### config.mk
export PLATFORM = sky130hd
export DESIGN_NAME = rxed_top
export DESIGN_NICKNAME = d
export VERILOG_FILES = /design/src/pkg/rxed_pkg.sv /design/src/pkg/rxed_acc_if.sv /design/src/design/rxed_averager.sv /design/src/design/rxed_top.sv
export VERILOG_INCLUDE_DIRS = /design/src /design/src/pkg
export SDC_FILE = /design/constraint.sdc
export NUM_CORES = 1
export LEC_CHECK = 0
export BUFFER_PORTS_ARGS = -buffer_cell sky130_fd_sc_hd__buf_2
export CAP_MARGIN = 20
export CORE_ASPECT_RATIO = 1.2
export CORE_UTILIZATION = 45
export DETAILED_ROUTE_END_ITERATION = 12
export PLACE_DENSITY = 0.7
export SYNTH_ARGS = -nofsm -noshare
export SYNTH_HDL_FRONTEND = slang
export SYNTH_SLANG_ARGS = --single-unit
### constraint.sdc
create_clock -name aclk -period 89.2 [get_ports aclk]
set_input_delay 8.92 -clock aclk [delete_from_list [all_inputs] [get_ports aclk]]
set_output_delay 8.92 -clock aclk [all_outputs]
set_load 0.005 [all_outputs]
### src/pkg/rxed_defines.svh
// constants of the receive energy detection block
`ifndef RXED_DEFINES_SVH
`define RXED_DEFINES_SVH

`define RXED_CLK_MHZ         20
`define RXED_NS_TO_CYC(ns)   (((ns) * `RXED_CLK_MHZ) / 1000)

// first valid power estimate: unit time times sample-rate divider
`define RXED_WARM_UNIT_NS    8000
`define RXED_WARM_UNIT_CYC   `RXED_NS_TO_CYC(`RXED_WARM_UNIT_NS)

// averaging time bases
`define RXED_TB0_NS          2000
`define RXED_TB1_NS          8000
`define RXED_TB2_NS          32000
`define RXED_TB3_NS          128000
`define RXED_TB0_CYC         `RXED_NS_TO_CYC(`RXED_TB0_NS)
`define RXED_TB1_CYC         `RXED_NS_TO_CYC(`RXED_TB1_NS)
`define RXED_TB2_CYC         `RXED_NS_TO_CYC(`RXED_TB2_NS)
`define RXED_TB3_CYC         `RXED_NS_TO_CYC(`RXED_TB3_NS)

// register byte offsets
`define RXED_OFS_BWC         6'h00
`define RXED_OFS_DFE         6'h04
`define RXED_OFS_PWR         6'h08
`define RXED_OFS_EDC         6'h0c
`define RXED_OFS_EDD         6'h10
`define RXED_OFS_EDV         6'h14
`define RXED_OFS_GAIN        6'h18

// reset values
`define RXED_RST_BWC         8'h0b
`define RXED_RST_DFE         8'h01
`define RXED_RST_EDD         8'h05
`define RXED_RST_MODE        2'h0

// field positions
`define RXED_BWC_IFI         5
`define RXED_BWC_IFS         4
`define RXED_BWC_BW_HI       3
`define RXED_DFE_RCUT_LO     5
`define RXED_DFE_SR_HI       3
`define RXED_AVG_DURATION_FACTOR_LO       2
`define RXED_GAIN_FRZC       1
`define RXED_GAIN_FRZS       2

// measurement mode codes
`define RXED_MODE_AUTO       2'h0
`define RXED_MODE_SINGLE     2'h1
`define RXED_MODE_CONT       2'h2
`define RXED_MODE_OFF        2'h3

// power codes
`define RXED_PWR_INVALID     8'h7f
`define RXED_PWR_MAX         8'h04
`define RXED_PWR_MIN         8'h81
`define RXED_PWR_BIAS        8'h7f

`define RXED_RESP_OKAY       2'h0
`define RXED_RESP_SLVERR     2'h2

`endif

### src/pkg/rxed_pkg.sv
// types of the receive energy detection block
package rxed_pkg;
  `include "rxed_defines.svh"

  typedef enum logic [1:0] {
    MODE_AUTO   = `RXED_MODE_AUTO,
    MODE_SINGLE = `RXED_MODE_SINGLE,
    MODE_CONT   = `RXED_MODE_CONT,
    MODE_OFF    = `RXED_MODE_OFF
  } rxed_mode_t;

  typedef enum logic [1:0] {
    ST_IDLE,
    ST_AUTO,
    ST_SW
  } rxed_state_t;

  typedef logic signed [7:0] rxed_pwr_t;
endpackage : rxed_pkg

### src/pkg/rxed_acc_if.sv
// link between the measurement control and the averager
interface rxed_acc_if;
  logic               clear;
  logic               add;
  rxed_pkg::rxed_pwr_t sample;
  rxed_pkg::rxed_pwr_t mean;

  modport owner (output clear, output add, output sample, input mean);
  modport acc   (input clear, input add, input sample, output mean);
endinterface : rxed_acc_if

### src/design/rxed_averager.sv
// running mean of power estimates over one averaging period
`include "rxed_defines.svh"
module rxed_averager #(
  parameter int CNT_W = 16,
  parameter int SUM_W = 24
) (
  input wire logic aclk,
  input wire logic aresetn,
  rxed_acc_if.acc  port_acc
);
  import rxed_pkg::*;

  logic [SUM_W-1:0] sum;
  logic [CNT_W-1:0] cnt;
  // biased so the division only ever sees non-negative values
  wire  [7:0]       biased = 8'(port_acc.sample + `RXED_PWR_BIAS);
  wire  [SUM_W+1:0] numer  = {1'b0, sum, 1'b0} + (SUM_W+2)'(cnt);
  wire  [CNT_W:0]   denom  = {cnt, 1'b0};
  wire  [SUM_W+1:0] quot   = numer / (SUM_W+2)'(denom);

  always_ff @(posedge aclk) begin
    if (!aresetn) begin
      sum <= '0;
      cnt <= '0;
    end else if (port_acc.clear) begin
      sum <= '0;
      cnt <= '0;
    end else if (port_acc.add && (cnt != '1)) begin
      sum <= sum + SUM_W'(biased);
      cnt <= cnt + 1'b1;
    end
  end

  // mean rounded half up to a whole dB; no samples gives the invalid code
  assign port_acc.mean = (cnt == '0) ? `RXED_PWR_INVALID
                                     : 8'(quot[7:0] - `RXED_PWR_BIAS);
endmodule : rxed_averager

### src/design/rxed_top.sv
// receive energy detection: power estimate, averaging, front-end config
//
// Behaviour
// - power estimate keeps updating in dBm, -127..4, even while gain is frozen
// - power register reads 127 while no valid estimate exists
// - first estimate only after 8 us times sample divider plus gain update
// - measurements in every mode run only in the receive state
// - automatic mode starts averaging when the baseband holds the gain loop
// - automatic run cancelled on frame abort, frame end or leaving receive
// - automatic result held until a later run ends; cancel leaves code 127
// - automatic completion raises no measurement-done event
// - setting gain freeze control starts an automatic measurement
// - clearing gain freeze before period end stops run, result invalid
// - in receive, writing mode 1 starts single, mode 2 continuous
// - single or continuous period end raises done event and stores result
// - single measurement end returns mode field to automatic
// - baseband may start automatic run overwriting an old single result
// - continuous repeats until mode 0 or 3 is written or receive is left
// - continuous results overwrite the result register unread
// - continuous ended by leaving receive restores automatic mode
// - IF shift bit scales IF by 1.25, IF inversion bit flips its sign
// - 4-bit bandwidth field, codes 0x0..0xB, default 0xB
// - mode codes: automatic 0, single 1, continuous 2, disabled 3
// - averaging time is 6-bit factor times 2, 8, 32 or 128 us base
// - power and energy are 8-bit two's complement, -127 to +4
`include "rxed_defines.svh"
module rxed_top (
  input  wire logic              aclk,
  input  wire logic              aresetn,
  // AXI4-Lite slave
  input  wire logic [5:0]        s_axi_awaddr,
  input  wire logic              s_axi_awvalid,
  output logic                   s_axi_awready,
  input  wire logic [31:0]       s_axi_wdata,
  input  wire logic [3:0]        s_axi_wstrb,
  input  wire logic              s_axi_wvalid,
  output logic                   s_axi_wready,
  output logic [1:0]             s_axi_bresp,
  output logic                   s_axi_bvalid,
  input  wire logic              s_axi_bready,
  input  wire logic [5:0]        s_axi_araddr,
  input  wire logic              s_axi_arvalid,
  output logic                   s_axi_arready,
  output logic [31:0]            s_axi_rdata,
  output logic [1:0]             s_axi_rresp,
  output logic                   s_axi_rvalid,
  input  wire logic              s_axi_rready,
  // transceiver state and gain loop
  input  wire logic              rx_active,
  input  wire logic              power_sample_valid,
  input  wire rxed_pkg::rxed_pwr_t power_sample,
  // baseband core
  input  wire logic              bb_gain_hold,
  input  wire logic              bb_frame_abort,
  // outputs
  output logic                   energy_meas_done_event,
  output logic                   gain_freeze_control,
  output logic                   if_inversion,
  output logic                   if_shift,
  output logic [3:0]             rx_filter_bandwidth,
  output logic [2:0]             rx_post_filter_cutoff,
  output logic [3:0]             rx_sample_rate_divider
);
  import rxed_pkg::*;

  //////////////////////////////////////////////////////////////////////////
  // decode helpers

  // undefined divider codes fall back to the 4 MHz setting
  function automatic logic [3:0] sr_eff(input logic [3:0] sr);
    case (sr)
      4'h1, 4'h2, 4'h3, 4'h4, 4'h5, 4'h6, 4'h8, 4'ha: sr_eff = sr;
      default: sr_eff = 4'h1;
    endcase
  endfunction : sr_eff

  function automatic logic [11:0] tb_cycles(input logic [1:0] dtb);
    case (dtb)
      2'h0:    tb_cycles = 12'(`RXED_TB0_CYC);
      2'h1:    tb_cycles = 12'(`RXED_TB1_CYC);
      2'h2:    tb_cycles = 12'(`RXED_TB2_CYC);
      default: tb_cycles = 12'(`RXED_TB3_CYC);
    endcase
  endfunction : tb_cycles

  function automatic logic is_mapped(input logic [5:0] a);
    case (a)
      `RXED_OFS_BWC, `RXED_OFS_DFE, `RXED_OFS_PWR, `RXED_OFS_EDC,
      `RXED_OFS_EDD, `RXED_OFS_EDV, `RXED_OFS_GAIN: is_mapped = 1'b1;
      default: is_mapped = 1'b0;
    endcase
  endfunction : is_mapped

  //////////////////////////////////////////////////////////////////////////
  // registers and state

  logic [7:0]  bwc;
  logic [7:0]  dfe;
  logic [7:0]  edd;
  rxed_mode_t  mode;
  rxed_pwr_t   power_est;
  rxed_pwr_t   result;
  rxed_state_t state;
  logic        freeze_q;
  logic        rx_q;
  logic [7:0]  warm_unit;
  logic [3:0]  warm_mult;
  logic        warm_done;
  logic [11:0] per_tick;
  logic [5:0]  per_df;
  logic [5:0]  aw_addr;
  logic [7:0]  w_byte;
  logic        w_lane0;

  rxed_acc_if acc_link ();

  //////////////////////////////////////////////////////////////////////////
  // bus decode

  wire do_write = !s_axi_awready && !s_axi_wready && !s_axi_bvalid;
  wire wr_en    = do_write && w_lane0;
  wire wr_bwc   = wr_en && (aw_addr == `RXED_OFS_BWC);
  wire wr_dfe   = wr_en && (aw_addr == `RXED_OFS_DFE);
  wire wr_edc   = wr_en && (aw_addr == `RXED_OFS_EDC);
  wire wr_edd   = wr_en && (aw_addr == `RXED_OFS_EDD);
  wire wr_gain  = wr_en && (aw_addr == `RXED_OFS_GAIN);
  wire ar_take  = s_axi_arvalid && s_axi_arready;

  //////////////////////////////////////////////////////////////////////////
  // measurement decode

  wire [1:0]  wmode      = w_byte[1:0];
  wire        freeze_any = bb_gain_hold || gain_freeze_control;
  wire        freeze_rise = freeze_any && !freeze_q;
  wire        rx_rise    = rx_active && !rx_q;
  wire [3:0]  sr_use     = sr_eff(dfe[`RXED_DFE_SR_HI:0]);
  wire [5:0]  df_val     = edd[7:`RXED_AVG_DURATION_FACTOR_LO];
  // a zero factor still runs for one time base
  wire [5:0]  df_use     = (df_val == 6'h00) ? 6'h01 : df_val;
  wire [11:0] tb_use     = tb_cycles(edd[1:0]);
  wire        tb_last    = (per_tick == tb_use - 12'h001);
  wire        period_end = (state != ST_IDLE) && tb_last &&
                           (per_df + 6'h01 >= df_use);

  wire sw_start    = wr_edc && rx_active &&
                     ((wmode == `RXED_MODE_SINGLE) || (wmode == `RXED_MODE_CONT));
  wire sw_stop     = wr_edc &&
                     ((wmode == `RXED_MODE_AUTO) || (wmode == `RXED_MODE_OFF));
  wire auto_start  = (state == ST_IDLE) && (mode == MODE_AUTO) &&
                     rx_active && freeze_rise && !sw_start;
  wire auto_cancel = (state == ST_AUTO) &&
                     (bb_frame_abort || !freeze_any || !rx_active);
  wire cont_again  = (state == ST_SW) && period_end && (mode == MODE_CONT) &&
                     rx_active && !sw_stop;
  wire run_clear   = ((state == ST_IDLE) && (sw_start || auto_start)) ||
                     ((state != ST_IDLE) && sw_start) || cont_again;

  // estimate clamped to the documented range
  wire rxed_pwr_t sample_clamped =
         (power_sample > $signed(`RXED_PWR_MAX)) ? rxed_pwr_t'(`RXED_PWR_MAX) :
         (power_sample < $signed(`RXED_PWR_MIN)) ? rxed_pwr_t'(`RXED_PWR_MIN) :
         power_sample;
  wire pwr_take = power_sample_valid && warm_done && rx_active;

  assign acc_link.clear  = run_clear;
  assign acc_link.add    = (state != ST_IDLE) && pwr_take && !run_clear;
  assign acc_link.sample = sample_clamped;

  rxed_averager u_avg (
    .aclk     (aclk),
    .aresetn  (aresetn),
    .port_acc (acc_link.acc)
  );

  //////////////////////////////////////////////////////////////////////////
  // AXI4-Lite write channel

  always_ff @(posedge aclk) begin
    if (!aresetn) begin
      s_axi_awready <= 1'b1;
      s_axi_wready  <= 1'b1;
      s_axi_bvalid  <= 1'b0;
      s_axi_bresp   <= `RXED_RESP_OKAY;
      aw_addr       <= 6'h00;
      w_byte        <= 8'h00;
      w_lane0       <= 1'b0;
    end else begin
      if (s_axi_awvalid && s_axi_awready) begin
        aw_addr       <= s_axi_awaddr;
        s_axi_awready <= 1'b0;
      end
      if (s_axi_wvalid && s_axi_wready) begin
        w_byte       <= s_axi_wdata[7:0];
        w_lane0      <= s_axi_wstrb[0];
        s_axi_wready <= 1'b0;
      end
      if (do_write) begin
        s_axi_bvalid <= 1'b1;
        s_axi_bresp  <= is_mapped(aw_addr) ? `RXED_RESP_OKAY : `RXED_RESP_SLVERR;
      end
      if (s_axi_bvalid && s_axi_bready) begin
        s_axi_bvalid  <= 1'b0;
        s_axi_awready <= 1'b1;
        s_axi_wready  <= 1'b1;
      end
    end
  end

  //////////////////////////////////////////////////////////////////////////
  // AXI4-Lite read channel

  logic [7:0] rd_byte;
  always_comb begin
    case (s_axi_araddr)
      `RXED_OFS_BWC:  rd_byte = bwc;
      `RXED_OFS_DFE:  rd_byte = dfe;
      `RXED_OFS_PWR:  rd_byte = power_est;
      `RXED_OFS_EDC:  rd_byte = {6'h00, mode};
      `RXED_OFS_EDD:  rd_byte = edd;
      `RXED_OFS_EDV:  rd_byte = result;
      `RXED_OFS_GAIN: rd_byte = {5'h00, freeze_any, gain_freeze_control, 1'b0};
      default:        rd_byte = 8'h00;
    endcase
  end

  always_ff @(posedge aclk) begin
    if (!aresetn) begin
      s_axi_arready <= 1'b1;
      s_axi_rvalid  <= 1'b0;
      s_axi_rdata   <= 32'h0000_0000;
      s_axi_rresp   <= `RXED_RESP_OKAY;
    end else if (ar_take) begin
      s_axi_arready <= 1'b0;
      s_axi_rvalid  <= 1'b1;
      s_axi_rdata   <= {24'h00_0000, rd_byte};
      s_axi_rresp   <= is_mapped(s_axi_araddr) ? `RXED_RESP_OKAY : `RXED_RESP_SLVERR;
    end else if (s_axi_rvalid && s_axi_rready) begin
      s_axi_rvalid  <= 1'b0;
      s_axi_arready <= 1'b1;
    end
  end

  //////////////////////////////////////////////////////////////////////////
  // front-end configuration

  always_ff @(posedge aclk) begin
    if (!aresetn) begin
      bwc                 <= `RXED_RST_BWC;
      dfe                 <= `RXED_RST_DFE;
      edd                 <= `RXED_RST_EDD;
      gain_freeze_control <= 1'b0;
    end else begin
      // bits 7:6 of the bandwidth byte are reserved
      if (wr_bwc) bwc <= {2'b00, w_byte[5:0]};
      // bit 4 of the frontend byte is read-only zero
      if (wr_dfe) dfe <= {w_byte[7:5], 1'b0, w_byte[3:0]};
      if (wr_edd) edd <= w_byte;
      if (wr_gain) gain_freeze_control <= w_byte[`RXED_GAIN_FRZC];
    end
  end

  always_ff @(posedge aclk) begin
    if (!aresetn) begin
      if_inversion           <= 1'b0;
      if_shift               <= 1'b0;
      rx_filter_bandwidth    <= 4'hb;
      rx_post_filter_cutoff  <= 3'h0;
      rx_sample_rate_divider <= 4'h1;
    end else begin
      if_inversion           <= bwc[`RXED_BWC_IFI];
      if_shift               <= bwc[`RXED_BWC_IFS];
      rx_filter_bandwidth    <= bwc[`RXED_BWC_BW_HI:0];
      rx_post_filter_cutoff  <= dfe[7:`RXED_DFE_RCUT_LO];
      rx_sample_rate_divider <= sr_use;
    end
  end

  //////////////////////////////////////////////////////////////////////////
  // power estimate with start-up hold-off

  always_ff @(posedge aclk) begin
    if (!aresetn) begin
      rx_q      <= 1'b0;
      warm_unit <= 8'h00;
      warm_mult <= 4'h0;
      warm_done <= 1'b0;
      power_est <= `RXED_PWR_INVALID;
    end else begin
      rx_q <= rx_active;
      if (!rx_active || rx_rise) begin
        warm_unit <= 8'h00;
        warm_mult <= 4'h0;
        warm_done <= 1'b0;
        power_est <= `RXED_PWR_INVALID;
      end else begin
        if (!warm_done) begin
          if (warm_unit == 8'(`RXED_WARM_UNIT_CYC - 1)) begin
            warm_unit <= 8'h00;
            warm_mult <= warm_mult + 4'h1;
            if (warm_mult + 4'h1 >= sr_use) warm_done <= 1'b1;
          end else begin
            warm_unit <= warm_unit + 8'h01;
          end
        end
        // gain freeze does not gate the estimate
        if (pwr_take) power_est <= sample_clamped;
      end
    end
  end

  //////////////////////////////////////////////////////////////////////////
  // averaging period timer

  always_ff @(posedge aclk) begin
    if (!aresetn) begin
      per_tick <= 12'h000;
      per_df   <= 6'h00;
    end else if (run_clear || (state == ST_IDLE)) begin
      per_tick <= 12'h000;
      per_df   <= 6'h00;
    end else if (tb_last) begin
      per_tick <= 12'h000;
      per_df   <= per_df + 6'h01;
    end else begin
      per_tick <= per_tick + 12'h001;
    end
  end

  //////////////////////////////////////////////////////////////////////////
  // measurement control

  always_ff @(posedge aclk) begin
    if (!aresetn) begin
      state                  <= ST_IDLE;
      mode                   <= rxed_mode_t'(`RXED_RST_MODE);
      result                 <= `RXED_PWR_INVALID;
      freeze_q               <= 1'b0;
      energy_meas_done_event <= 1'b0;
    end else begin
      freeze_q               <= freeze_any;
      energy_meas_done_event <= 1'b0;
      if (wr_edc) mode <= rxed_mode_t'(wmode);
      case (state)
        ST_IDLE: begin
          if (sw_start) state <= ST_SW;
          else if (auto_start) state <= ST_AUTO;
        end
        ST_AUTO: begin
          if (sw_start) begin
            state <= ST_SW;
          end else if (auto_cancel) begin
            state  <= ST_IDLE;
            result <= `RXED_PWR_INVALID;
          end else if (period_end) begin
            // kept until a later run replaces it; no event here
            state  <= ST_IDLE;
            result <= acc_link.mean;
          end
        end
        ST_SW: begin
          if (sw_start) begin
            state <= ST_SW;
          end else if (!rx_active) begin
            state <= ST_IDLE;
            if (mode == MODE_CONT) mode <= MODE_AUTO;
          end else if (sw_stop) begin
            state <= ST_IDLE;
          end else if (period_end) begin
            result                 <= acc_link.mean;
            energy_meas_done_event <= 1'b1;
            if (mode != MODE_CONT) begin
              state <= ST_IDLE;
              mode  <= MODE_AUTO;
            end
          end
        end
        default: state <= ST_IDLE;
      endcase
    end
  end
endmodule : rxed_top

==> metrics.md, run 1 <==
| Metric | Value |
|---|---|
| Row Count | `93` |
| Setup-failing EPs final | `0` |
| Combinational Power Share | `0.057` |
| Switch Pwr | `0.0000395 W` |
| H-tree depth | `4` |
| Post-CTS setup buffers | `0` |
| Internal Pwr Total | `around 0.00013 W` |
| Crit path to | `result[4]` |
| Residual overflow from global routing | `0` |
| Largest fanout on the critical path | `32` |
| Sequential area share after synthesis | `0.128` |
| CP startpoint | `u_avg.cnt[6]` |
| CTS Buf Count | `17` |
| Crit path buffers/inverters | `11` |
| Fill cells | `5,400` |
| Number of DRC markers in iteration 0 | `1,553` |
| Crit path largest cell delay | `0.81 ns` |
| Reg2reg path depth | `264` |
| Min cycle time layout | `about 67 ns` |
| Family with the most delay on the worst path | `compound AO/OA/AOI/OAI gates` |
| Most frequent CP cell | `o21a_1` |
| Fin worst setup slack | `22.37 ns` |
| Outcome | `finished, final reports clean` |
| Area occupied by multi-input gates | `20,700 um2` |
| Clk buf depth | `2` |
| Post-synthesis register bit count | `~160` |
| DRC viols | `0` |
| Rel. slew slack | `0.263` |
| Vias | `roughly 25k` |
| Tightest Pin Transition | `1.10 ns` |
| Via-to-Cell Ratio | `around 6.1` |
| Worst hold path class | `reg -> reg` |
| Achievable frequency | `15.0 MHz` |
| Post-DP HPWL | `54,100 um` |
| Largest net degree at the start of global routing | `50` |
| Commonest cells after routing, fill and taps aside | `nor2_1, ha_1, nand2_1` |
| Area Overhead vs Synth | `6.27%` |
| Post-synthesis cell area | `24,800 um2` |
| Worst-path clk slew | `0.07 ns` |
| Seq pwr share | `0.439` |
| Worst slack, placed | `23.40 ns` |
| PortBufs | `69` |
| I/O Pins | `123` |
| GPL Wtd Cong | `0.942` |
| FF/Latch Area | `about 3200 um2` |
| Initial core utilization | `0.458` |
| Synth unique cells | `127` |
| Ys async rst share | `0` |
| Hold buffer count at cts | `0` |
| Final ANT Viol Nets | `0` |
| CP Launch Type | `flip-flop` |
| Nets | `between 3k and 4k` |
| Post-synth EDFFs | `0` |
| Number of global-route vias before repair | `22.8k` |
| Die Ht | `259 um` |
| TritonRoute pass-1 iters | `7` |
| Synth Flop Type | `dfxtp_1` |
| Core ar. | `~54,000 um2` |
| GRT Overall Usage | `0.244` |
| WP data arrival | `67.13 ns` |
| RR Startpoint | `u_avg.cnt[6]` |
| Max VDD drop | `18.1 uV` |
| Post_cts resized | `0` |
| Clk pwr share | `0.504` |
| Post-Synthesis Cells | `about 3.3k` |
| CTS sink cnt | `159` |
| CTS tree | `done` |
| First-pass GRT wire length | `approximately 110,000 um` |
| Period utilization | `0.749` |
| Root buffer cell | `clkbuf_16` |
| Share of layout cells above drive strength 1 | `0.0906` |
| Flop-to-flop setup slack | `around 22 ns` |
| Yosys warning count | `0` |
| Commonest non-fill, non-tap cell in the layout | `nor2_1` |
| Crit path depth | `264` |
| Clk_lat worst skew | `around 0.44 ns` |
| Critical path class | `reg -> reg` |
| Die footprint | `roughly 56,000 um2` |
| Max-Cap Viols | `0` |
| Average size of a mapped cell | `7.43 um2` |
| Final Max Tran Viols | `0` |
| Critical Path End Type | `flip-flop` |
| DIE WIDTH | `216 um` |
| Antenna violations before repair | `0` |
| Static Leak | `11.2 nW` |
| PwrDens | `6.30 nW/um2` |
| Slowest cell on crit path | `a211oi_2` |
| Sw frac | `0.238` |
| RSZ-0062 raised after global routing | `false` |
| Worst endpoint required time | `about 90 ns` |
| Final setup skew | `0.00763 ns` |
| Antenna cells | `0` |
| Setup TNS | `0 ns` |
| Fin. Hold Viols | `0` |
| Wire per inst | `17.2 um` |
| R2r endpoint | `result[4]` |
| Final wirelength | `70,300 um` |
-- per-stage QoR --
stage                     total power (W)  hold slack, ns  utilization  cells  instance area [um2]
after floorplan                 0.0000814           0.426            -   3362                24900
after global placement          0.0000836           0.440        0.475   4045                25700
after detailed placement        0.0000837           0.448        0.475   4045                25700
after CTS                        0.000167           0.458        0.487   4077                26400
after global routing             0.000171           0.471        0.487   4077                26400
final                            0.000166           0.454        0.487   4077                26400
-- worst reg2reg max path: cells and delay by family, from the launching register on --
| family | cells | cell delay [ns] |
|---|---|---|
| muxes | 6 | 1.89 |
| buffers and inverters | 11 | 2.13 |
| adders and majority gates | 27 | 8.73 |
| and+or+nand+nor | 78 | 18.46 |
| AOI/OAI and AO/OA | 141 | 34.80 |
| DFF | 1 | 0.65 |
| xor gates and xnor gates | 1 | 0.09 |
-- power by group through the flow --
stage | Clock [W] | Sequential [W] | Combinational [W]
floorplan | 0 | 0.0000740 | 0.00000742
global placement | 0 | 0.0000744 | 0.00000912
detailed placement | 0 | 0.0000745 | 0.00000926
CTS | 0.0000843 | 0.0000729 | 0.00000936
global route | 0.0000876 | 0.0000730 | 0.0000106
finish | 0.0000837 | 0.0000729 | 0.00000942
-- cell families after synthesis --
logic type / share of synthesized area
AND/OR/NAND/NOR: 0.254
AO/OA/AOI/OAI: 0.270
adder cells (fa/ha/maj): 0.170
buffers and inverters: 0.0429
XOR/XNOR: 0.0781
flip-flops: 0.128
multiplexers: 0.0560
other: 0.000151
-- worst min path at each step --
stage                    from              to  slack (ns)  depth (start not counted)
2_1_floorplan     per_tick[0]     per_tick[0]        0.43                          1
6_report       s_axi_rdata[6]  s_axi_rdata[6]        0.45                          2
3_5_place_dp   s_axi_rdata[6]  s_axi_rdata[6]        0.45                          2
4_1_cts        s_axi_rdata[7]  s_axi_rdata[7]        0.46                          2
3_3_place_gp      per_tick[0]     per_tick[0]        0.44                          1
5_1_grt        s_axi_rdata[6]  s_axi_rdata[6]        0.47                          2
-- state kept, by name, summed over array words and instances, names as in the netlist, 2 cells and up --
signal,count
aw_addr,6
bwc,6
dfe,7
edd,8
mode,2
per_df,6
per_tick,12
power_est,8
result,8
rx_filter_bandwidth,4
rx_post_filter_cutoff,3
rx_sample_rate_divider,4
s_axi_rdata,8
state,2
u_avg.cnt,16
u_avg.sum,24
w_byte,8
warm_mult,4
warm_unit,8
-- Yosys cell counts, types with 46 or more instances --
cell / number / area (um2)
nor2_1: 347 / 1300
ha_1: 333 / 4170
nand2_1: 313 / 1170
a21oi_1: 245 / 1230
o21ai_0: 160 / 801
dfxtp_1: 159 / 3180
nor3_1: 137 / 686
xnor2_1: 135 / 1180
nand3_1: 109 / 546
inv_1: 108 / 405
o21a_1: 100 / 751
xor2_1: 86 / 753
a21o_1: 71 / 533
clkbuf_1: 71 / 267
mux2_2: 66 / 743
o31ai_1: 59 / 443
mux2i_1: 57 / 571
nand2b_1: 49 / 307
nand4_1: 47 / 294
or3_1: 46 / 288
-- area by class of cell --
type / count / share of cell area
multi-input cells: 2968 / 0.784
inverters: 113 / 0.0162
well taps: 712 / 0.0338
repair buffers: 93 / 0.0199
flip-flops and latches: 159 / 0.121
clock buffers: 19 / 0.0168
clock inverters: 13 / 0.00850
-- per-layer routing --
layer	up-vias	part of all wire	GRT usage
met5	-	0	0
met4	0	0.025	0.0665
met3	125	0.042	0.0190
met2	596	0.49	0.441
met1	11600	0.45	0.308
li1	12400	-	-
No activity file was read; power rests on OpenSTA's default activity.
==> inputs of run 2 (changes only) <==
--- a/config.mk
+++ b/config.mk
@@ -11,7 +11,7 @@
 export CORE_ASPECT_RATIO = 1.2
 export CORE_UTILIZATION = 45
 export DETAILED_ROUTE_END_ITERATION = 12
-export PLACE_DENSITY = 0.7
+export PLACE_DENSITY = 0.72
 export SYNTH_ARGS = -nofsm -noshare
 export SYNTH_HDL_FRONTEND = slang
 export SYNTH_SLANG_ARGS = --single-unit
==> constraint.sdc (replaced) <==
create_clock -name aclk -period 54.1 [get_ports aclk]
set_input_delay 5.41 -clock aclk [delete_from_list [all_inputs] [get_ports aclk]]
set_output_delay 5.41 -clock aclk [all_outputs]
set_load 0.005 [all_outputs]
==> metrics.md, run 2 (same netlist as run 1, synthesis figures left out) <==
| Metric | Value |
|---|---|
| Largest fanout on the critical path | `8` |
| Wire per inst | `17.6 um` |
| Number of global-route vias before repair | `27.6k` |
| CTS Buf Count | `17` |
| Final Max Tran Viols | `0` |
| Period utilization | `0.982` |
| GRT Overall Usage | `0.279` |
| Max VDD drop | `roughly 32 uV` |
| Final setup skew | `0.0156 ns` |
| Nets | `4,734` |
| Worst slack, placed | `-1.71 ns` |
| Clk_lat worst skew | `0.46 ns` |
| Met2 usage | `0.514` |
| Post-DP HPWL | `roughly 64,000 um` |
| Commonest non-fill, non-tap cell in the layout | `buf_4` |
| Met3 GRT Util | `0.0239` |
| Critical Path End Type | `flip-flop` |
| PortBufs | `69` |
| H-tree depth | `4` |
| TritonRoute pass-1 iters | `6` |
| Final ANT Viol Nets | `0` |
| Max reg flops | `24` |
| Fin worst setup slack | `0.997 ns` |
| Number of DRC markers in iteration 0 | `between 2k and 2.5k` |
| CTS tree | `done` |
| First-pass GRT wire length | `130,000 um` |
| Area Overhead vs Synth | `44.3%` |
| Top Registers | `u_avg.sum (24), u_avg.cnt (16), per_tick (12)` |
| Largest net degree at the start of global routing | `43` |
| Fin. Hold Viols | `0` |
| Static Leak | `16.4 nW` |
| Final core utilization | `0.661` |
| Clk buf depth | `2` |
| Worst endpoint required time | `54.42 ns` |
| Row Count | `93` |
| I/O Pins | `123` |
| Core ar. | `54,100 um2` |
| Rel. slew slack | `0.273` |
| Final hold slack | `between 0.4 and 0.5 ns` |
| Tightest Pin Transition | `1.06 ns` |
| Hold path depth | `2` |
| Most frequent CP cell | `o21a_1` |
| Crit path largest cell delay | `0.54 ns` |
| Initial core utilization | `0.458` |
| Die Ht | `259 um` |
| Die footprint | `56,000 um2` |
| CP Launch Type | `flip-flop` |
| Tot Pwr | `0.000252 W` |
| Busiest grt layer | `met2` |
| DRC viols | `0` |
| Min cycle time layout | `53.10 ns` |
| Antenna violations before repair | `0` |
| Final wirelength | `89,000 um` |
| Critical path class | `reg -> reg` |
| Antenna cells | `0` |
| Slowest cell on crit path | `or4_4` |
| Worst hold path class | `reg -> reg` |
| Via-to-Cell Ratio | `5.93` |
| M1 GR Usage | `0.323` |
| Reg2reg path depth | `287` |
| DIE WIDTH | `between 200 and 250 um` |
| Commonest cells after routing, fill and taps aside | `buf_4, nor2_1, nand2_1` |
| WP data arrival | `53.43 ns` |
| Setup-failing EPs final | `0` |
| Outcome | `finished, final reports clean` |
| CTS sink cnt | `159` |
| GPL Wtd Cong | `0.942` |
| Worst-path clk slew | `0.07 ns` |
| PwrDens | `7.05 nW/um2` |
| Max-Cap Viols | `0` |
| Residual overflow from global routing | `0` |
| Vias | `30.0k` |
| Root buffer cell | `clkbuf_16` |
| Biggest register | `u_avg.sum` |
| Achievable frequency | `roughly 19 MHz` |
| Setup TNS | `0 ns` |
| Share of layout cells above drive strength 1 | `0.362` |
run 2: layer usage:
| layer | routed length (um) | vias up |
|---|---|---|
| li1 | - | 14400 |
| met1 | 34700 | 14200 |
| met2 | 43900 | 1147 |
| met3 | 5100 | 365 |
| met4 | 5390 | 0 |
| met5 | 0 | - |
run 2: worst paths after layout:
check	startpoint	endpoint	slack (ns)
max	u_avg.cnt[14]	result[6]	1.0
max reg2reg	u_avg.cnt[14]	result[6]	1.0
min reg2reg	s_axi_rdata[6]	s_axi_rdata[6]	0.46
min	s_axi_rdata[6]	s_axi_rdata[6]	0.46
run 2: cell type report:
cell class / count / area (um2)
Clock buffer: 18 / 429
Inverter: 113 / 427
Sequential cell: 159 / 3190
Clock inverter: 14 / 129
Timing Repair Buffer: 1073 / 8030
Fill cell: 4085 / 18300
Multi-Input combinational cell: 2968 / 22700
Tap cell: 712 / 891
run 2: worst max-delay path, delay by kind of cell (launching register included):
| family | cells | cell delay, ns |
|---|---|---|
| compound gates | 144 | 25.76 |
| xor+xnor | 2 | 0.26 |
| fa+ha+maj | 27 | 7.54 |
| buf+inv | 28 | 4.11 |
| flops | 1 | 0.39 |
| mux | 5 | 1.35 |
| simple gates | 81 | 13.39 |
run 2: power by group:
group           total, W  internal [W]  switching, W
Sequential      0.000120      0.000118    0.00000175
Clock           0.000116     0.0000606     0.0000558
Combinational  0.0000158    0.00000568     0.0000101
run 2: timing repair:
item / 4_1_cts / 5_1_grt
hold buffers: 0 / 0
resized for setup: 61 / 361
cloned: 0 / 3
setup buffers: 11 / 89
pin swaps: 22 / 204
endpoints found under the setup margin: 8 / 8
run 2: metrics by stage:
step / std cells / instance area (um2)
6_report: 5057 / 35800
5_1_grt: 5057 / 35800
4_1_cts: 4965 / 33300
3_5_place_dp: 4922 / 32400
3_3_place_gp: 4922 / 32400
2_1_floorplan: 3362 / 25100
